--- config.mk ---
export PLATFORM = sky130hd
export DESIGN_NAME = alis_init_sequencer
export DESIGN_NICKNAME = d
export VERILOG_FILES = /design/src/pkg/alis_pkg.sv /design/src/rtl/alis_init_sequencer.sv /design/src/rtl/alis_spi_port.sv
export SDC_FILE = /design/constraint.sdc
export NUM_CORES = 1
export LEC_CHECK = 0
export BUFFER_PORTS_ARGS = -buffer_cell sky130_fd_sc_hd__buf_2
export CORE_ASPECT_RATIO = 0.7
export CORE_UTILIZATION = 40
export DETAILED_ROUTE_END_ITERATION = 16
export GPL_TIMING_DRIVEN = 0
export MAX_ROUTING_LAYER = met4
export PLACE_DENSITY = 0.56
export SLEW_MARGIN = 5
export SYNTH_ARGS = -nofsm -noshare
export SYNTH_HDL_FRONTEND = slang
export SYNTH_HIERARCHICAL = 1
export SYNTH_SLANG_ARGS = --single-unit
--- constraint.sdc ---
create_clock -name CLK_IN -period 3.2 [get_ports CLK_IN]
set_input_delay 0.64 -clock CLK_IN [delete_from_list [all_inputs] [get_ports CLK_IN]]
set_output_delay 0.64 -clock CLK_IN [all_outputs]
set_load 0.1 [all_outputs]
--- src/pkg/alis_pkg.sv ---
package alis_pkg;

	// Serial port framing
	localparam int ALIS_ADDR_W = 13;
	localparam int ALIS_INSTR_BITS = 16;
	localparam int ALIS_READ_BIT = 15;

	// Register offsets
	localparam logic [7:0] ALIS_ADDR_SERIAL_PORT_CONFIG = 8'h00;
	localparam logic [7:0] ALIS_ADDR_PLL_STATUS = 8'h0a;
	localparam logic [7:0] ALIS_ADDR_CLOCK_DIVIDE_RATIO = 8'h0b;
	localparam logic [7:0] ALIS_ADDR_OUTPUT_FORMAT = 8'h14;
	localparam logic [7:0] ALIS_ADDR_OUTPUT_DRIVE_LEVEL = 8'h15;
	localparam logic [7:0] ALIS_ADDR_PLL_LOW_RATE = 8'h21;
	localparam logic [7:0] ALIS_ADDR_SYSREF_CONTROL = 8'h3a;
	localparam logic [7:0] ALIS_ADDR_LINK_QUICK_SETUP = 8'h5e;
	localparam logic [7:0] ALIS_ADDR_LINK_PHY_CONTROL = 8'h5f;
	localparam logic [7:0] ALIS_ADDR_LANE0_IDENTIFIER = 8'h66;
	localparam logic [7:0] ALIS_ADDR_LANE1_IDENTIFIER = 8'h67;
	localparam logic [7:0] ALIS_ADDR_SCRAMBLE_LANE_COUNT = 8'h6e;
	localparam logic [7:0] ALIS_ADDR_FRAMES_PER_MULTIFRAME = 8'h70;
	localparam logic [7:0] ALIS_ADDR_CONTROL_BITS_CONFIG = 8'h82;
	localparam logic [7:0] ALIS_ADDR_CLOCK_DELAY_CONTROL = 8'hee;
	localparam logic [7:0] ALIS_ADDR_GLOBAL_UPDATE = 8'hff;

	// Reset values
	localparam logic [7:0] ALIS_RST_SERIAL_PORT_CONFIG = 8'h18;
	localparam logic [7:0] ALIS_RST_CLOCK_DIVIDE_RATIO = 8'h00;
	localparam logic [7:0] ALIS_RST_OUTPUT_FORMAT = 8'h01;
	localparam logic [7:0] ALIS_RST_OUTPUT_DRIVE_LEVEL = 8'h03;
	localparam logic [7:0] ALIS_RST_PLL_LOW_RATE = 8'h00;
	localparam logic [7:0] ALIS_RST_SYSREF_CONTROL = 8'h00;
	localparam logic [7:0] ALIS_RST_LINK_QUICK_SETUP = 8'h00;
	localparam logic [7:0] ALIS_RST_LINK_PHY_CONTROL = 8'h15;
	localparam logic [7:0] ALIS_RST_LANE0_IDENTIFIER = 8'h00;
	localparam logic [7:0] ALIS_RST_LANE1_IDENTIFIER = 8'h01;
	localparam logic [7:0] ALIS_RST_SCRAMBLE_LANE_COUNT = 8'h81;
	localparam logic [7:0] ALIS_RST_FRAMES_PER_MULTIFRAME = 8'h1f;
	localparam logic [7:0] ALIS_RST_CONTROL_BITS_CONFIG = 8'h0d;
	localparam logic [7:0] ALIS_RST_CLOCK_DELAY_CONTROL = 8'h00;

	// Locally buffered registers: index order of the shadow and active banks
	localparam int ALIS_NUM_LOCAL = 13;
	localparam int ALIS_IX_CLK_DIV = 0;
	localparam int ALIS_IX_FORMAT = 1;
	localparam int ALIS_IX_DRIVE = 2;
	localparam int ALIS_IX_PLL_LOW = 3;
	localparam int ALIS_IX_SYSREF = 4;
	localparam int ALIS_IX_QUICK = 5;
	localparam int ALIS_IX_PHY = 6;
	localparam int ALIS_IX_LANE0 = 7;
	localparam int ALIS_IX_LANE1 = 8;
	localparam int ALIS_IX_SCRAMBLE = 9;
	localparam int ALIS_IX_FRAMES = 10;
	localparam int ALIS_IX_CTRL_BITS = 11;
	localparam int ALIS_IX_DELAY = 12;

	localparam logic [7:0] ALIS_LOCAL_ADDR [ALIS_NUM_LOCAL] = '{
		ALIS_ADDR_CLOCK_DIVIDE_RATIO, ALIS_ADDR_OUTPUT_FORMAT, ALIS_ADDR_OUTPUT_DRIVE_LEVEL,
		ALIS_ADDR_PLL_LOW_RATE, ALIS_ADDR_SYSREF_CONTROL, ALIS_ADDR_LINK_QUICK_SETUP,
		ALIS_ADDR_LINK_PHY_CONTROL, ALIS_ADDR_LANE0_IDENTIFIER, ALIS_ADDR_LANE1_IDENTIFIER,
		ALIS_ADDR_SCRAMBLE_LANE_COUNT, ALIS_ADDR_FRAMES_PER_MULTIFRAME,
		ALIS_ADDR_CONTROL_BITS_CONFIG, ALIS_ADDR_CLOCK_DELAY_CONTROL};

	localparam logic [7:0] ALIS_LOCAL_RESET [ALIS_NUM_LOCAL] = '{
		ALIS_RST_CLOCK_DIVIDE_RATIO, ALIS_RST_OUTPUT_FORMAT, ALIS_RST_OUTPUT_DRIVE_LEVEL,
		ALIS_RST_PLL_LOW_RATE, ALIS_RST_SYSREF_CONTROL, ALIS_RST_LINK_QUICK_SETUP,
		ALIS_RST_LINK_PHY_CONTROL, ALIS_RST_LANE0_IDENTIFIER, ALIS_RST_LANE1_IDENTIFIER,
		ALIS_RST_SCRAMBLE_LANE_COUNT, ALIS_RST_FRAMES_PER_MULTIFRAME,
		ALIS_RST_CONTROL_BITS_CONFIG, ALIS_RST_CLOCK_DELAY_CONTROL};

	// Field positions and command values
	localparam logic [7:0] ALIS_SOFT_RESET_MASK = 8'h24;
	localparam int ALIS_UPDATE_BIT = 0;
	localparam int ALIS_PHY_OFF_BIT = 0;
	localparam int ALIS_PLL_LOW_RATE_BIT = 0;
	localparam int ALIS_SCRAMBLE_BIT = 7;
	localparam int ALIS_LANE_COUNT_BIT = 0;
	localparam int ALIS_DELAY_EN_BIT = 7;
	localparam int ALIS_SYSREF_BUF_BIT = 0;
	localparam int ALIS_SYSREF_EN_BIT = 1;
	localparam int ALIS_SYSREF_ONESHOT_BIT = 2;
	localparam int ALIS_DIV_W = 3;
	localparam int ALIS_DELAY_W = 3;
	localparam logic [7:0] ALIS_PLL_LOCKED = 8'h81;
	localparam logic [7:0] ALIS_PLL_UNLOCKED = 8'h01;

	// Timing
	localparam int ALIS_CLK_PERIOD_NS = 25;
	localparam int ALIS_RESET_WAIT_US = 500;
	localparam int ALIS_RESET_WAIT_CYCLES =
		(ALIS_RESET_WAIT_US * 1000 + ALIS_CLK_PERIOD_NS - 1) / ALIS_CLK_PERIOD_NS;

endpackage

--- src/rtl/alis_init_sequencer.sv ---
`timescale 1ns/100ps
`default_nettype none

module alis_init_sequencer import alis_pkg::*; #(
	parameter int RESET_WAIT_CYCLES = ALIS_RESET_WAIT_CYCLES
) (
	// Clock and reset
	input wire logic CLK_IN,
	input wire logic RSTN_IN,
	// Serial port pins
	input wire logic SCLK_IN,
	input wire logic CSB_IN,
	input wire logic SDIO_IN,
	output logic SDIO_OUT,
	output logic SDIO_OE_N_OUT,
	// Pins from the link PLL and the SYSREF receiver
	input wire logic PLL_LOCK_IN,
	input wire logic SYSREF_IN,
	// Reset status
	output logic SOFT_RESET_BUSY_OUT,
	// Clock divider
	output logic [ALIS_DIV_W-1:0] CLK_DIV_RATIO_OUT,
	output logic CLK_DIV_TICK_OUT,
	// Link transmitter
	output logic LINK_PHY_ENABLE_OUT,
	output logic LINK_CGS_START_OUT,
	output logic [7:0] LINK_QUICK_SETUP_OUT,
	output logic PLL_LOW_RATE_OUT,
	// Clock delay block
	output logic CLK_DELAY_ENABLE_OUT,
	output logic [ALIS_DELAY_W-1:0] CLK_DELAY_STEP_OUT,
	// Output and link parameters
	output logic [7:0] OUTPUT_FORMAT_OUT,
	output logic [7:0] DRIVE_LEVEL_OUT,
	output logic [7:0] LANE0_ID_OUT,
	output logic [7:0] LANE1_ID_OUT,
	output logic SCRAMBLE_ENABLE_OUT,
	output logic LANE_COUNT_OUT,
	output logic [7:0] FRAMES_PER_MF_OUT,
	output logic [7:0] CONTROL_BITS_OUT,
	// SYSREF
	output logic [7:0] SYSREF_CONTROL_OUT,
	output logic SYSREF_PULSE_OUT
);

	localparam int BUSY_W = $clog2(RESET_WAIT_CYCLES + 1);
	localparam logic [BUSY_W-1:0] BUSY_LOAD = BUSY_W'(RESET_WAIT_CYCLES);
	localparam logic [4:0] NO_LOCAL = 5'(ALIS_NUM_LOCAL);

	// Serial port side
	logic spi_wr;
	logic [ALIS_ADDR_W-1:0] spi_wr_addr;
	logic [7:0] spi_wdata;
	logic [ALIS_ADDR_W-1:0] spi_rd_addr;
	logic [7:0] rd_data;

	// Register banks
	logic [7:0] shadow [ALIS_NUM_LOCAL];
	logic [7:0] active [ALIS_NUM_LOCAL];
	logic [7:0] port_config;
	logic [BUSY_W-1:0] busy_cnt;

	// Pin synchronisers and derived state
	logic [1:0] lock_sync;
	logic [2:0] sysref_sync;
	logic phy_en_d;
	logic oneshot_done;
	logic [ALIS_DIV_W-1:0] div_cnt;

	// Maps a serial address to its buffered-register slot, or NO_LOCAL
	function automatic logic [4:0] local_index(input logic [ALIS_ADDR_W-1:0] a);
		logic [4:0] ix;
		ix = NO_LOCAL;
		for (int i = 0; i < ALIS_NUM_LOCAL; i++) begin
			if (a == {5'h00, ALIS_LOCAL_ADDR[i]}) begin
				ix = 5'(i);
			end
		end
		return ix;
	endfunction

	alis_spi_port u_spi (
		.clk_in(CLK_IN),
		.rstn_in(RSTN_IN),
		.sclk_in(SCLK_IN),
		.csb_in(CSB_IN),
		.sdio_in(SDIO_IN),
		.sdio_out(SDIO_OUT),
		.sdio_oe_n_out(SDIO_OE_N_OUT),
		.wr_stb_out(spi_wr),
		.wr_addr_out(spi_wr_addr),
		.wdata_out(spi_wdata),
		.rd_addr_out(spi_rd_addr),
		.rdata_in(rd_data)
	);

	// Write decode
	wire busy = (busy_cnt != '0);
	wire wr_ok = spi_wr & ~busy;
	wire [4:0] wr_ix = local_index(spi_wr_addr);
	wire [4:0] rd_ix = local_index(spi_rd_addr);
	wire wr_port_cfg = wr_ok && (spi_wr_addr == {5'h00, ALIS_ADDR_SERIAL_PORT_CONFIG});
	wire soft_reset = wr_port_cfg && ((spi_wdata & ALIS_SOFT_RESET_MASK) != 8'h00);
	wire wr_update = wr_ok && (spi_wr_addr == {5'h00, ALIS_ADDR_GLOBAL_UPDATE});
	wire commit = wr_update & spi_wdata[ALIS_UPDATE_BIT];

	// Read decode; buffered registers read back their pending value
	wire pll_locked = lock_sync[1];
	wire [7:0] pll_status = pll_locked ? ALIS_PLL_LOCKED : ALIS_PLL_UNLOCKED;
	wire rd_is_cfg = (spi_rd_addr == {5'h00, ALIS_ADDR_SERIAL_PORT_CONFIG});
	wire rd_is_pll = (spi_rd_addr == {5'h00, ALIS_ADDR_PLL_STATUS});
	wire rd_is_local = (rd_ix != NO_LOCAL);
	wire [7:0] rd_local = shadow[rd_ix[3:0]];
	assign rd_data = rd_is_cfg ? port_config :
		rd_is_pll ? pll_status :
		rd_is_local ? rd_local : 8'h00;

	// Serial port configuration; reset bits clear themselves
	always_ff @(posedge CLK_IN or negedge RSTN_IN) begin
		if (!RSTN_IN) begin
			port_config <= ALIS_RST_SERIAL_PORT_CONFIG;
		end else if (wr_port_cfg) begin
			port_config <= spi_wdata & ~ALIS_SOFT_RESET_MASK;
		end
	end

	// Writes are ignored while the soft reset settles; the host must wait anyway
	always_ff @(posedge CLK_IN or negedge RSTN_IN) begin
		if (!RSTN_IN) begin
			busy_cnt <= '0;
		end else if (soft_reset) begin
			busy_cnt <= BUSY_LOAD;
		end else if (busy) begin
			busy_cnt <= busy_cnt - BUSY_W'(1);
		end
	end

	// Shadow written by the host, active loaded only by the transfer command or a soft reset
	generate
		for (genvar g = 0; g < ALIS_NUM_LOCAL; g++) begin : g_bank
			logic [7:0] shadow_q;
			logic [7:0] active_q;
			wire hit = wr_ok && (wr_ix == 5'(g));
			always_ff @(posedge CLK_IN or negedge RSTN_IN) begin
				if (!RSTN_IN) begin
					shadow_q <= ALIS_LOCAL_RESET[g];
					active_q <= ALIS_LOCAL_RESET[g];
				end else if (soft_reset) begin
					shadow_q <= ALIS_LOCAL_RESET[g];
					active_q <= ALIS_LOCAL_RESET[g];
				end else begin
					if (hit) begin
						shadow_q <= spi_wdata;
					end
					if (commit) begin
						active_q <= shadow_q;
					end
				end
			end
			assign shadow[g] = shadow_q;
			assign active[g] = active_q;
		end
	endgenerate

	// Pin synchronisers
	always_ff @(posedge CLK_IN or negedge RSTN_IN) begin
		if (!RSTN_IN) begin
			lock_sync <= 2'h0;
			sysref_sync <= 3'h0;
		end else begin
			lock_sync <= {lock_sync[0], PLL_LOCK_IN};
			sysref_sync <= {sysref_sync[1:0], SYSREF_IN};
		end
	end

	// Clock divider: ratio field plus one, so 0x01 gives divide by two
	wire [ALIS_DIV_W-1:0] div_ratio = active[ALIS_IX_CLK_DIV][ALIS_DIV_W-1:0];
	wire div_wrap = (div_cnt >= div_ratio);
	wire [ALIS_DIV_W-1:0] next_div_cnt = div_wrap ? '0 : div_cnt + ALIS_DIV_W'(1);

	always_ff @(posedge CLK_IN or negedge RSTN_IN) begin
		if (!RSTN_IN) begin
			div_cnt <= '0;
			CLK_DIV_TICK_OUT <= 1'b0;
		end else begin
			div_cnt <= next_div_cnt;
			CLK_DIV_TICK_OUT <= div_wrap;
		end
	end

	assign CLK_DIV_RATIO_OUT = div_ratio;

	// Link transmitter; the sync phase starts on the committed off-to-on change
	wire phy_en = ~active[ALIS_IX_PHY][ALIS_PHY_OFF_BIT];

	always_ff @(posedge CLK_IN or negedge RSTN_IN) begin
		if (!RSTN_IN) begin
			phy_en_d <= 1'b0;
			LINK_CGS_START_OUT <= 1'b0;
		end else begin
			phy_en_d <= phy_en;
			LINK_CGS_START_OUT <= phy_en & ~phy_en_d;
		end
	end

	assign LINK_PHY_ENABLE_OUT = phy_en_d;
	assign LINK_QUICK_SETUP_OUT = active[ALIS_IX_QUICK];
	assign PLL_LOW_RATE_OUT = active[ALIS_IX_PLL_LOW][ALIS_PLL_LOW_RATE_BIT];

	// Clock delay block
	assign CLK_DELAY_ENABLE_OUT = active[ALIS_IX_DELAY][ALIS_DELAY_EN_BIT];
	assign CLK_DELAY_STEP_OUT = active[ALIS_IX_DELAY][ALIS_DELAY_W-1:0];

	// Output and link parameters
	assign OUTPUT_FORMAT_OUT = active[ALIS_IX_FORMAT];
	assign DRIVE_LEVEL_OUT = active[ALIS_IX_DRIVE];
	assign LANE0_ID_OUT = active[ALIS_IX_LANE0];
	assign LANE1_ID_OUT = active[ALIS_IX_LANE1];
	assign SCRAMBLE_ENABLE_OUT = active[ALIS_IX_SCRAMBLE][ALIS_SCRAMBLE_BIT];
	assign LANE_COUNT_OUT = active[ALIS_IX_SCRAMBLE][ALIS_LANE_COUNT_BIT];
	assign FRAMES_PER_MF_OUT = active[ALIS_IX_FRAMES];
	assign CONTROL_BITS_OUT = active[ALIS_IX_CTRL_BITS];

	// SYSREF: nothing but the buffer bit acts until the buffer is on
	wire [7:0] sysref_reg = active[ALIS_IX_SYSREF];
	wire sysref_buf = sysref_reg[ALIS_SYSREF_BUF_BIT];
	wire sysref_en = sysref_buf & sysref_reg[ALIS_SYSREF_EN_BIT];
	wire sysref_oneshot = sysref_reg[ALIS_SYSREF_ONESHOT_BIT];
	wire sysref_rise = sysref_sync[1] & ~sysref_sync[2];
	wire sysref_take = sysref_rise & sysref_en & ~(sysref_oneshot & oneshot_done);

	// A capture in the same cycle as a commit keeps the one-shot spent
	always_ff @(posedge CLK_IN or negedge RSTN_IN) begin
		if (!RSTN_IN) begin
			oneshot_done <= 1'b0;
			SYSREF_PULSE_OUT <= 1'b0;
		end else begin
			if (sysref_take && sysref_oneshot) begin
				oneshot_done <= 1'b1;
			end else if (commit) begin
				oneshot_done <= 1'b0;
			end
			SYSREF_PULSE_OUT <= sysref_take;
		end
	end

	assign SYSREF_CONTROL_OUT = sysref_buf ? sysref_reg : 8'h00;
	assign SOFT_RESET_BUSY_OUT = busy;

endmodule

`default_nettype wire

--- src/rtl/alis_spi_port.sv ---
`timescale 1ns/100ps
`default_nettype none

module alis_spi_port import alis_pkg::*; (
	// Clock and reset
	input wire logic clk_in,
	input wire logic rstn_in,
	// Serial pins
	input wire logic sclk_in,
	input wire logic csb_in,
	input wire logic sdio_in,
	output logic sdio_out,
	output logic sdio_oe_n_out,
	// Register side
	output logic wr_stb_out,
	output logic [ALIS_ADDR_W-1:0] wr_addr_out,
	output logic [7:0] wdata_out,
	output logic [ALIS_ADDR_W-1:0] rd_addr_out,
	input wire logic [7:0] rdata_in
);

	// Pins are asynchronous; SCLK must stay under a quarter of the core clock
	logic [2:0] sclk_sync;
	logic [1:0] csb_sync;
	logic [1:0] sdio_sync;
	logic [4:0] bit_cnt;
	logic [2:0] bit_ix;
	logic [ALIS_INSTR_BITS-1:0] instr;
	logic is_read;
	logic load;
	logic [7:0] sh;

	wire sel = ~csb_sync[1];
	wire rise = sclk_sync[1] & ~sclk_sync[2];
	wire fall = ~sclk_sync[1] & sclk_sync[2];
	wire in_data = bit_cnt[4];
	wire [ALIS_INSTR_BITS-1:0] next_instr = {instr[ALIS_INSTR_BITS-2:0], sdio_sync[1]};
	wire [7:0] next_sh = {sh[6:0], sdio_sync[1]};
	wire instr_done = rise & ~in_data & (bit_cnt == 5'h0f);
	wire byte_done = rise & in_data & (bit_ix == 3'h7);

	always_ff @(posedge clk_in or negedge rstn_in) begin
		if (!rstn_in) begin
			sclk_sync <= 3'h0;
			csb_sync <= 2'h3;
			sdio_sync <= 2'h0;
		end else begin
			sclk_sync <= {sclk_sync[1:0], sclk_in};
			csb_sync <= {csb_sync[0], csb_in};
			sdio_sync <= {sdio_sync[0], sdio_in};
		end
	end

	always_ff @(posedge clk_in or negedge rstn_in) begin
		if (!rstn_in) begin
			bit_cnt <= 5'h00;
			bit_ix <= 3'h0;
			instr <= 16'h0000;
			is_read <= 1'b0;
			load <= 1'b0;
			sh <= 8'h00;
			sdio_out <= 1'b0;
			sdio_oe_n_out <= 1'b1;
			wr_stb_out <= 1'b0;
			wr_addr_out <= 13'h0000;
			wdata_out <= 8'h00;
			rd_addr_out <= 13'h0000;
		end else if (!sel) begin
			bit_cnt <= 5'h00;
			bit_ix <= 3'h0;
			load <= 1'b0;
			sdio_oe_n_out <= 1'b1;
			wr_stb_out <= 1'b0;
		end else begin
			wr_stb_out <= 1'b0;
			load <= 1'b0;
			if (rise && !in_data) begin
				instr <= next_instr;
				bit_cnt <= bit_cnt + 5'h01;
			end
			if (instr_done) begin
				rd_addr_out <= next_instr[ALIS_ADDR_W-1:0];
				is_read <= next_instr[ALIS_READ_BIT];
				load <= next_instr[ALIS_READ_BIT];
			end
			if (rise && in_data) begin
				bit_ix <= bit_ix + 3'h1;
				if (!is_read) begin
					sh <= next_sh;
				end
			end
			// Streaming walks down one address per byte
			if (byte_done) begin
				rd_addr_out <= rd_addr_out - 13'h0001;
				load <= is_read;
				if (!is_read) begin
					wr_stb_out <= 1'b1;
					wr_addr_out <= rd_addr_out;
					wdata_out <= next_sh;
				end
			end
			if (load) begin
				sh <= rdata_in;
			end
			if (fall && in_data && is_read) begin
				sdio_out <= sh[7];
				sdio_oe_n_out <= 1'b0;
				sh <= {sh[6:0], 1'b0};
			end
		end
	end

endmodule

`default_nettype wire

======== Yosys cells after proc, flatten, opt, wreduce, memory -nomap -nowiden ========
Index checks and enable logic that the tools add are counted.
word-level totals
  bits in writable memories ............... 0
  word-level logic and storage cells ...... 290
  bits in registers ....................... 300
  bits in latches ......................... 0
  memories kept ........................... 0
  output and inout bits ................... 81
  input bits .............................. 7
  memory bits (read-only) ................. 0
operators by class
  mux-type cells .......................... 109
  bitwise logic cells ..................... 25
  equality and inequality tests ........... 44
  shifts and indexed selects .............. 0
  div/mod/pow operators ................... 0
  reductions and logical operators ........ 54
  order comparisons ....................... 2
  multiply operators ...................... 0
  $add $sub $neg .......................... 5
operators with widths
  cell                     number
  $mux W8                  57
  $eq A13 B7 Y1 const B    12
  $mux W4                  22
  $eq A13 B8 Y1 const B    5
  $eq A13 B5 Y1 const B    4
  $eq A13 B6 Y1 const B    4
  $reduce_bool A2 Y1       20
  $eq A13 B4 Y1 const B    3
  $bmux W8 S4              1
  $mux W15                 2
  $mux W5                  6
  $logic_not A13 Y1        2
  $mux W13                 2
  $logic_and A1 B1 Y1      21
  $eq A5 B3 Y1 const B     4
  $eq A4 B4 Y1 const B     4
  $mux W3                  5
  $reduce_bool A15 Y1      1
  $sub A15 B1 Y15 const B  1
  $and A1 B1 Y1            14
  $mux W1                  14
  $sub A13 B1 Y13 const B  1
  $eq A5 B2 Y1 const B     2
  $eq A5 B4 Y1 const B     2
  other kinds (16)         30

======== Logic depth before layout (Yosys ltp) ========
Gate-level depths: netlist of run 1.
  depth after elaboration ................. 23
  gate-level depth with buffers ........... 14
  mapped depth without buffers ............ 11

======== Modules after synthesis ========
The synthesis of run 1 kept the hierarchy.
modules (own cells, without submodules)
  module               area an instance (µm²)  times used  seq. area each (µm²)  cells each
  alis_init_sequencer  10756.6                 1           5372.7                1057
  alis_spi_port        3430.8                  1           1930.6                277

======== Least setup slack after synthesis of run 1 ========
No wires, ideal clock.
  path kind ............................... register to register
  from .................................... reg u_spi.rd_addr_out[9]
  to ...................................... reg u_spi.sh[1]
  clock period less this slack ............ 3.449 ns
  library setup time ...................... 0.125 ns
  cell stages (with the launch flop) ...... 12
  data required time ...................... 3.075 ns
  path buffers ............................ 1
  path slack .............................. -0.249 ns
  data arrival time ....................... 3.324 ns
  path through ............................ dfrtp_1 -> or4_1 -> or2_0 -> clkbuf_1 -> or4_1 -> nand4_2 -> mux2_2 -> o31ai_1 -> a221oi_1 -> a311o_1 -> mux2_2 -> mux2_2
between the ends
  cells in the longest elaborated chain, start to end .. 23
  elaborated cells between the ends (all ways) .. 38
  classes of those cells .................. eq/ne: 15; mux: 21; bitwise: 1; reduce/logical: 1
RTL lines
  element                                      RTL line                    RTL
  from (decl)                                  alis_spi_port.sv:18         output logic [ALIS_ADDR_W-1:0] rd_addr_out,
  from (signal assigned)                       alis_spi_port.sv:82         rd_addr_out <= next_instr[ALIS_ADDR_W-1:0];
  from (signal assigned)                       alis_spi_port.sv:94         rd_addr_out <= rd_addr_out - 13'h0001;
  $eq A13 B4 Y1                                alis_init_sequencer.sv:75   if (a == {5'h00, ALIS_LOCAL_ADDR[i]}) begin
  $mux W4 (9 in series)                        alis_init_sequencer.sv:75
  $mux W5 (4 in series)                        alis_init_sequencer.sv:75
  $not A4 Y5 (not written as such)             alis_init_sequencer.sv:113  wire [7:0] rd_local = shadow[rd_ix[3:0]];
  $bmux W8 S4                                  alis_init_sequencer.sv:113
  $mux W8 (not written as such) (2 in series)  alis_init_sequencer.sv:113
  $mux W8                                      alis_init_sequencer.sv:116  rd_is_local ? rd_local : 8'h00;
  $mux W8                                      alis_init_sequencer.sv:115  rd_is_pll ? pll_status :
  $mux W8 (*)                                  alis_init_sequencer.sv:114  assign rd_data = rd_is_cfg ? port_config :
  net rd_data[1]                               alis_init_sequencer.sv:55   logic [7:0] rd_data;
  $mux W8 (*)                                  alis_spi_port.sv:102        if (load) begin
  $mux W8 (*)                                  alis_spi_port.sv:105        if (fall && in_data && is_read) begin
  to (signal assigned)                         alis_spi_port.sv:89         sh <= next_sh;
  to (signal assigned)                         alis_spi_port.sv:103        sh <= rdata_in;
  to (signal assigned)                         alis_spi_port.sv:108        sh <= {sh[6:0], 1'b0};
  to (decl)                                    alis_spi_port.sv:31         logic [7:0] sh;
The timed path passes the listed nets; every way through them passes the cells marked *. The select of a mux whose other input is x is not followed.
A chain may end at the register's enable or synchronous reset.

======== Worst setup path in the final report of run 1 ========
  from .................................... reg u_spi.rd_addr_out[10]
  to ...................................... reg u_spi.sh[4]
The elaborated chain is that of the path after synthesis.

==> results.md, run 1 <==
Timing:
- The final worst setup slack is -0.436 ns.
- Setup repair after global routing could not meet its margin everywhere.
- The number of pins with negative max-slew slack in the final report is 0.
- Based on the critical path, the design can be clocked at up to 275 MHz.
- The headroom to the max-slew limit is 43.1%.
- For the finished layout, the period the worst path requires is approximately 3.6 ns.
- The final hold violation count is 0.
- At the pin with the least slew margin, the transition time is 0.853 ns.
- The number of setup violations in the final report is 8.
- The clock skew is between 0.01 and 0.015 ns.
- Dividing the final minimum period by the clock period gives 114%.
- The worst hold slack is approximately 0.085 ns.

Synthesis:
- The mean instance size in the synthesized netlist is around 11 um2.
- Counting every instance in the synthesized netlist gives 1334.
- In the post-synthesis netlist, the biggest area contributors are sky130_fd_sc_hd__dfrtp_1 45%, sky130_fd_sc_hd__mux2i_1 12%, sky130_fd_sc_hd__dfstp_2 6.9%.
- During synthesis, Yosys emitted a total of 6 warnings.
- sky130_fd_sc_hd__dfrtp_1 takes more of the synthesized area than any other cell.
- In this run, synthesis produced a sequential element count of 290.
- The share of async-settable or async-resettable flops after synthesis is 100%.
- The top cell type's share of synthesized area is 44.6%.
- Among all flip-flop cells after synthesis, the most frequent one is sky130_fd_sc_hd__dfrtp_1.
- The synthesized netlist occupies a cell area of about 14000 um2.
- The count of cell types in the netlist is 87.
- In this run, synthesis inferred 0 flip-flops with an integrated enable.
- The number of nets in the synthesized netlist is 1351.
- Of the synthesized area, sequential elements account for 51.5%.

GRT:
- Summed over all layers, the global routing overflow is 0.
- The wire length of the first global-routing pass is 65300 um.
- The maximum number of pins on one net before global-route repair is 109.
- The all-layer global routing usage is 24.6%.
- The number of global-route vias before repair was 10.5k.
- The number of antenna violations at the first check in global routing came to 1.

Floorplan:
- The floorplan step set the die height to 160 um.
- The placeable core region is roughly 35000 um2.
- For this configuration, the core starts out at a cell density of 40.8%.
- Measured along the x axis, the die boundary spans 227 um.
- The count of pins on the block boundary is 88.
- The die covers 36200 um2.
- The standard-cell row count is 57.

Setup path:
- The critical register-to-register path startpoint is u_spi/rd_addr_out[10].
- At the worst endpoint, the required time is 3.67 ns.
- The worst setup path is captured at a flip-flop.
- The first element of the critical path is u_spi/rd_addr_out[10].
- The critical setup path kind is flip-flop to flip-flop.
- STA classifies the critical path startpoint as a flip-flop.
- For the worst setup path, the data arrival time is 4.11 ns.
- The largest fanout on the critical path is 7.

Placement:
- The half-perimeter wire length after detailed placement is 30700 um.
- The final weighted congestion in routability-driven placement is 0.949.
- The count of placed standard cells including taps is about 1.9k.
- The count of port buffers added during placement is a little under 90.

Power:
- The reported leakage power is between 8 and 9 nW.
- After layout, the design draws a total of 7.52 mW.
- IR analysis of the VDD net gives a maximum drop of 0.396 mV.
- For this design the ratio of total power to cell area is 442 nW/um2.

Worst hold path:
- The type of the worst min-delay path is primary input to asynchronous set/reset pin.

Run status:
- The final reports fail on negative setup slack.
- The flow ran to the end, but the final reports show violations.

Clocking:
- The number of hold buffers added after CTS was 0.
- The insertion delay of the later-clocked pin in the worst-skew pair is between 0.5 and 0.6 ns.
- The total clock buffers created by CTS is 31.
- The clock drives between 200 and 300 sinks.
- The tree is rooted in a sky130_fd_sc_hd__clkbuf_16.
- The H-tree level count is 1.
- The clock transition at the registers of the reported paths is 0.06 ns.
- TritonCTS built the clock tree.
- The longest clock path from root to sink contains 3 buffers.

Layout:
- The final cell count without fillers is 1973.
- The area added between synthesis and finish is 19.9%.
- The post-route netlist has 26.9% of its cells at a drive strength greater than 1.
- The net count of the finished layout is between 1k and 1.5k.
- The leading cell type in the layout, fill and taps excluded is sky130_fd_sc_hd__dfrtp_1.
- The top cell types in the final layout, fill and taps aside, are 248 x sky130_fd_sc_hd__dfrtp_1, 175 x sky130_fd_sc_hd__nor2_1, 162 x sky130_fd_sc_hd__mux2i_1.

Routing:
- The DRC marker count from the first detailed-route iteration is around 960.
- After detailed routing, the number of remaining DRC violations is 0.
- After detailed routing, the average wire length per cell comes to between 20 and 25 um.
- The detail route stage leaves a number of antenna-violating nets equal to 0.
- Dividing the detail-routed via count by the number of cells gives 5.56.
- After detailed routing, the total wire length is 43100 um.
- The detailed router placed 11.0k vias in this run.
- The number of optimization iterations in the first detailed-route pass is 5.

Flow run:
- The max-capacitance violation count is 0.
-- critical path, cell delays in order, from the launching register on --
cell,delay (ns)
sky130_fd_sc_hd__dfrtp_1,0.39
sky130_fd_sc_hd__or4_4,0.55
sky130_fd_sc_hd__or2_0,0.22
sky130_fd_sc_hd__clkbuf_8,0.17
sky130_fd_sc_hd__or4_4,0.45
sky130_fd_sc_hd__nand4_4,0.18
sky130_fd_sc_hd__mux2_2,0.41
sky130_fd_sc_hd__o31ai_1,0.22
sky130_fd_sc_hd__a221oi_1,0.10
sky130_fd_sc_hd__a311o_1,0.30
sky130_fd_sc_hd__mux2_2,0.26
sky130_fd_sc_hd__mux2_2,0.26
-- cell type report --
cell class / instances / area, um2
Multi-Input combinational cell: 940 / 6840
Fill cell: 3308 / 17800
Timing Repair Buffer: 116 / 718
Antenna cell: 1 / 2.50
Tap cell: 472 / 591
Inverter: 19 / 71.3
Clock inverter: 14 / 116
Clock buffer: 43 / 891
Sequential cell: 290 / 7310
Buffer: 78 / 482
-- per-stage QoR --
step                util [%]  worst slack, ns  TNS (ns)  area [um2]
floorplan                  -           -0.103    -0.308       14200
global placement        43.8            -4.11  -1177.35       15200
detailed placement      44.0            -1.09    -75.14       15300
CTS                     48.0           -0.452     -2.92       16700
global route            48.9           -0.477     -3.50       17000
finish                  48.9           -0.436     -2.83       17000
-- cells in the mapped netlist, types with 10 or more instances --
cell                       count
sky130_fd_sc_hd__nor3b_1      11
sky130_fd_sc_hd__o21ai_0      37
sky130_fd_sc_hd__nand2_1     124
sky130_fd_sc_hd__dfrtp_1     253
sky130_fd_sc_hd__a21oi_1      32
sky130_fd_sc_hd__nor4_1       13
sky130_fd_sc_hd__nand3_1      53
sky130_fd_sc_hd__mux2i_1     166
sky130_fd_sc_hd__o22ai_1      13
sky130_fd_sc_hd__ha_1         10
sky130_fd_sc_hd__and2_1       12
sky130_fd_sc_hd__nor2_1      181
sky130_fd_sc_hd__nor3_1       26
sky130_fd_sc_hd__clkbuf_1     50
sky130_fd_sc_hd__mux2_4       11
sky130_fd_sc_hd__inv_1        19
sky130_fd_sc_hd__mux2_2       44
sky130_fd_sc_hd__buf_2        19
sky130_fd_sc_hd__dfstp_2      37
-- logic make-up (layout without fill, tap and decap cells) --
logic type      count (synthesis)  after routing  share of synthesized area, %
other cells                     0              1                             0
mux                           221            221                          16.4
compound gates                167            167                          7.89
xor+xnor                       16             16                         0.988
fa+ha+maj                      10             10                         0.882
buf+inv                       104            270                          3.55
simple gates                  526            526                          18.8
flops                         290            290                          51.5
-- what timing repair did --
action	CTS	global route
pin swaps	12	15
setup buffers	12	15
hold endpoints to repair	0	0
setup endpoints to repair	193	160
gates resized for setup	77	70
-- state kept, by name, indices dropped and copies added (netlist names), 13 cells and up --
signal,flops
u_spi/wr_addr_out,13
g_bank.shadow_q,104
g_bank.active_q,19
u_spi/rd_addr_out,13
u_spi/instr,15
busy_cnt,15
-- worst paths after layout --
check,end,slack [ns],cells after the start
min in group CLK_IN,u_spi/csb_sync[0],0.16,1
setup reg to reg,u_spi/sh[4],-0.44,11
setup / recovery,u_spi/sh[4],-0.44,11
hold reg to reg,sysref_sync[1],0.35,0
max in group asynchronous,busy_cnt[1],2.04,2
hold / removal,div_cnt[2],0.08,1
-- metal layers --
metal	part of all wire (%)	vias to the layer above	wire (um)	track usage, %
met2	40	340	17300	32.1
li1	-	5078	-	-
met5	0	-	0	-
met4	1.5	0	668	4.64
met1	50	5499	21700	38.1
met3	8.0	52	3460	5.92
-- report_power, final --
group / internal (mW) / total (mW) / leakage (nW) / switching (mW)
logic: 0.0731 / 0.180 / 4.06 / 0.107
registers: 3.73 / 3.78 / 3.86 / 0.0486
clock network: 2.03 / 3.57 / 0.497 / 1.54
(Power assumes the default switching activity.)
==> run 2, diff against run 1 <==
--- a/config.mk
+++ b/config.mk
@@ -15,5 +15,4 @@
 export SLEW_MARGIN = 5
 export SYNTH_ARGS = -nofsm -noshare
 export SYNTH_HDL_FRONTEND = slang
-export SYNTH_HIERARCHICAL = 1
 export SYNTH_SLANG_ARGS = --single-unit
==> results.md, run 2 <==
GRT:
- The number of global-route vias before repair was 10.8k (+3.3%).
- The maximum number of pins on one net before global-route repair is 111 (+1.8%).
- The global-route congestion overflow total came to 0 (unchanged).
- The number of antenna violations at the first check in global routing was 0 (-1).
- The wire length of the first global-routing pass is 65800 um (+0.78%).
- The all-layer global routing usage is 25.0% (+0.43 points).

Run status:
- The run finished with clean final reports.

Placement:
- The half-perimeter wire length after detailed placement was 30800 um (+0.41%).
- The final weighted congestion in routability-driven placement is 0.940 (-0.96%).
- The count of port buffers added during placement is 87 (unchanged).

Timing:
- The number of pins with negative max-slew slack in the final report is 0 (unchanged).
- The share of the clock period used by the worst path came to 98.5% (-15 points).
- The number of setup violations in the final report was 0 (-8).
- The slew at the pin closest to its max-slew limit came to 0.888 ns (+0.0349 ns).
- The minimum clock period after layout is 3.15 ns (-0.483 ns).
- The clock skew came to 0.0167 ns (+0.00562 ns).
- Setup repair after global routing could not meet its margin everywhere.
- The top achievable clock speed is 317 MHz (+15%).
- The headroom to the max-slew limit is 40.8% (-2.3 points).
- The final hold violation count is 0 (unchanged).
- The final-layout setup total negative slack is 0 ns (+2.83 ns).

Routing:
- The detailed-route DRC error count is 0 (unchanged).
- The number of nets with antenna violations after detailed routing was 0 (unchanged).
- The number of optimization iterations in the first detailed-route pass is 7 (+2).
- The via-per-instance ratio is 5.52 (-0.64%).
- The per-cell routed wire length is 20.6 um (-5.6%).
- The DRC marker count from the first detailed-route iteration was 1188 (+24%).
- The total wirelength of the detailed-routed design is 42600 um (-1.3%).
- The vias after detailed routing came to 11.4k (+3.9%).

Setup path:
- The most numerous cell type found on the critical path is sky130_fd_sc_hd__mux2i_1.
- The critical path goes through or4_4 -> or2_2 -> a311oi_2 -> or2_4 -> buf_4 -> mux2i_1 -> mux2i_1 -> a2111oi_2 -> o31ai_1.
- The critical setup path kind is flip-flop to flip-flop.
- The minimum setup slack among reg-to-reg paths is 0.05 ns (+0.48 ns).
- The arrival time of the worst setup path came to 3.60 ns (-0.51 ns).
- STA classifies the critical path endpoint as a flip-flop.
- The critical path startpoint category is a flip-flop.
- The data required time at the worst endpoint is 3.65 ns (-0.02 ns).
- The cell with the largest stage delay on the worst path is sky130_fd_sc_hd__or4_4.
- The delay of the slowest cell on the worst path came to 0.60 ns (+0.05 ns).
- The largest fanout on the critical path came to 8 (+1).

Synthesis:
- In the post-synthesis netlist, the biggest area contributors are sky130_fd_sc_hd__dfrtp_1 45%, sky130_fd_sc_hd__nand2_1 7.4%, sky130_fd_sc_hd__mux2i_1 7.3%.
- In the synthesized netlist the dominant register cell turns out to be sky130_fd_sc_hd__dfrtp_1.
- The largest family of logic cells by synthesized area is simple AND/OR/NAND/NOR gates.
- The post-synth design cell area is 14000 um2 (-1.3%).
- The mean instance size in the synthesized netlist is 9.76 um2 (-8.2%).
- Ranked by instance count, the synthesized netlist is headed by 276 x sky130_fd_sc_hd__nand2_1, 253 x sky130_fd_sc_hd__dfrtp_1, 124 x sky130_fd_sc_hd__nor2_1.
- The sequential element share of the synthesized area is 52.1% (+0.66 points).
- The share of async-settable or async-resettable flops after synthesis is 100% (unchanged).
- The number of warnings issued by yosys is 0 (-6).
- The area fraction in compound gates after synthesis is 11.4% (+3.5 points).
- The top cell type's share of synthesized area is 45.2% (+0.57 points).
- Of all cell types, the one taking the most synthesized area is sky130_fd_sc_hd__dfrtp_1.
- The share of synthesized cell area in full adder, half adder and majority cells is 1.25% (+0.37 points).
- The post-synthesis share of cell area spent on and, or, nand and nor gates is 20.9% (+2.0 points).
- The count of cell types in the netlist is 78 (-10%).
- The register bit count reported by yosys is 290 (unchanged).
- Among all cell types in the netlist, the one instantiated most often is sky130_fd_sc_hd__nand2_1.
- The number of flops mapped to enable cells by yosys is 0 (unchanged).
- The xor/xnor cell area share of the yosys netlist is 1.00% (+0.013 points).
- The number of instances in the synthesized netlist is 1435 (+7.6%).
- The share of synthesized area spent on multiplexers came to 9.54% (-6.8 points).
- The number of nets in the synthesized netlist is 1456 (+7.8%).

Power:
- The reported leakage power is 8.24 nW (-2.2%).
- The power density over cell area is 454 nW/um2 (+2.7%).
- The worst vdd rail ir drop is 0.385 mV (-2.8%).
- The overall power was 7.50 mW (-0.28%).

Floorplan:
- The placeable core region was 34000 um2 (-2.4%).
- The standard-cell row count came to 56 (-1.8%).
- The floorplan die width is 226 um (-0.63%).
- The count of pins on the block boundary is 88 (unchanged).
- The initial core utilization came to 41.2% (+0.46 points).
- The die outline height is 159 um (-0.63%).
- The die footprint is 35800 um2 (-1.3%).

Layout:
- The number of flip-flops in the largest register was 104 (unchanged).
- The final layout net count is 1595 (+6.8%).
- The ratio of cells with drive above 1 in the final layout is 20.8% (-6.1 points).
- g_bank.shadow_q holds more flip-flops than any other register.
- The library cell used most frequently in the layout, excluding fill and tap cells, is sky130_fd_sc_hd__nand2_1.
- The library cells used most frequently in the layout, excluding fill and tap cells, are 275 x sky130_fd_sc_hd__nand2_1, 252 x sky130_fd_sc_hd__dfrtp_1, 120 x sky130_fd_sc_hd__nor2_1.
- Relative to the synthesized area, the layout overhead comes to 18.0%.
- The largest registers in the layout are g_bank.shadow_q: 104 flops, g_bank.active_q: 19 flops.

Clocking:
- The number of buffers between clock root and the deepest sink is 3 (unchanged).
- The total clock buffers created by CTS is 30 (-3.2%).
- The insertion delay of the later-clocked pin in the worst-skew pair was 0.58 ns (about the same).
- The TritonCTS sink count is 290 (unchanged).
- The H-tree level count is 1 (unchanged).
- The clock tree from TritonCTS is built.
- The clock transition at the registers of the reported paths was 0.07 ns (about the same).
- The number of hold-repair buffers added at the cts stage came to 0 (unchanged).
- The tree is rooted in a sky130_fd_sc_hd__clkbuf_16.

Worst hold path:
- The worst hold path belongs to the class primary input to asynchronous set/reset pin.

Flow run:
- The max-capacitance violation count is 0 (unchanged).
## run 2: per-stage QoR
stage | util, % | hold slack, ns | cells | worst slack (ns) | instance area (um2)
3_5_place_dp | 44.4 | 0.335 | 1988 | -1.04 | 15100
2_1_floorplan | - | 0.331 | 1435 | 0.260 | 14000
3_3_place_gp | 44.2 | 0.336 | 1986 | -4.12 | 15000
6_report | 48.6 | 0.0761 | 2063 | 0.0472 | 16500
5_1_grt | 48.6 | 0.119 | 2062 | -0.0376 | 16500
4_1_cts | 48.1 | 0.0979 | 2054 | 0.0107 | 16400
## run 2: cell type report
class	count	area, um2
multi-input cells	1034	6380
clock inverters	8	78.8
repair buffers	112	692
fillers	3290	17500
flip-flops and latches	290	7300
plain buffers	88	490
well taps	464	581
clock buffers	48	920
inverters	18	71.3
diodes	1	2.50
## run 2: worst max-delay path, delay by kind of cell (launching register included)
family / cells / cell delay (ns)
multiplexers: 2 / 0.33
AO/OA/AOI/OAI: 3 / 0.85
buffers and inverters: 1 / 0.13
AND/OR/NAND/NOR: 3 / 1.22
flip-flops: 1 / 0.47
## run 2: path summary, 6_finish.rpt
kind | from | to | depth (start not counted)
worst min-delay path | RSTN_IN | busy_cnt[8] | 1
min in group CLK_IN | CSB_IN | u_spi.csb_sync[0] | 1
worst max register to register | u_spi.rd_addr_out[8] | u_spi.sh[6] | 9
worst min register to register | lock_sync[0] | lock_sync[1] | 0
max in group asynchronous | RSTN_IN | u_spi.rd_addr_out[8] | 2
worst max-delay path | u_spi.rd_addr_out[8] | u_spi.sh[6] | 9
## run 2: logic make-up after synthesis
kind of cell | after synthesis
buf+inv | 111
flops | 290
mux | 128
compound gates | 257
simple gates | 619
fa+ha+maj | 14
xor+xnor | 16
## run 2: power by group
group,switching [mW],total (mW),internal [mW]
combinational,0.104,0.173,0.0689
clock,1.51,3.56,2.05
sequential,0.0443,3.77,3.73
total,1.66,7.50,5.84
## run 2: timing repair
item	4_1_cts	5_1_grt
setup buffers	13	10
endpoints found under the hold margin	0	0
resized for setup	47	35
pin swaps	9	5
setup endpoints to repair	196	110
## run 2: routing by layer
| layer | vias up | wire, um | part of all wire [%] | GRT usage [%] |
|---|---|---|---|---|
| met4 | 0 | 699 | 1.6 | 4.31 |
| met2 | 385 | 17300 | 41 | 34.2 |
| met1 | 5659 | 21200 | 50 | 38.1 |
| met5 | - | 0 | 0 | - |
| li1 | 5297 | - | - | - |
| met3 | 55 | 3360 | 7.9 | 5.04 |
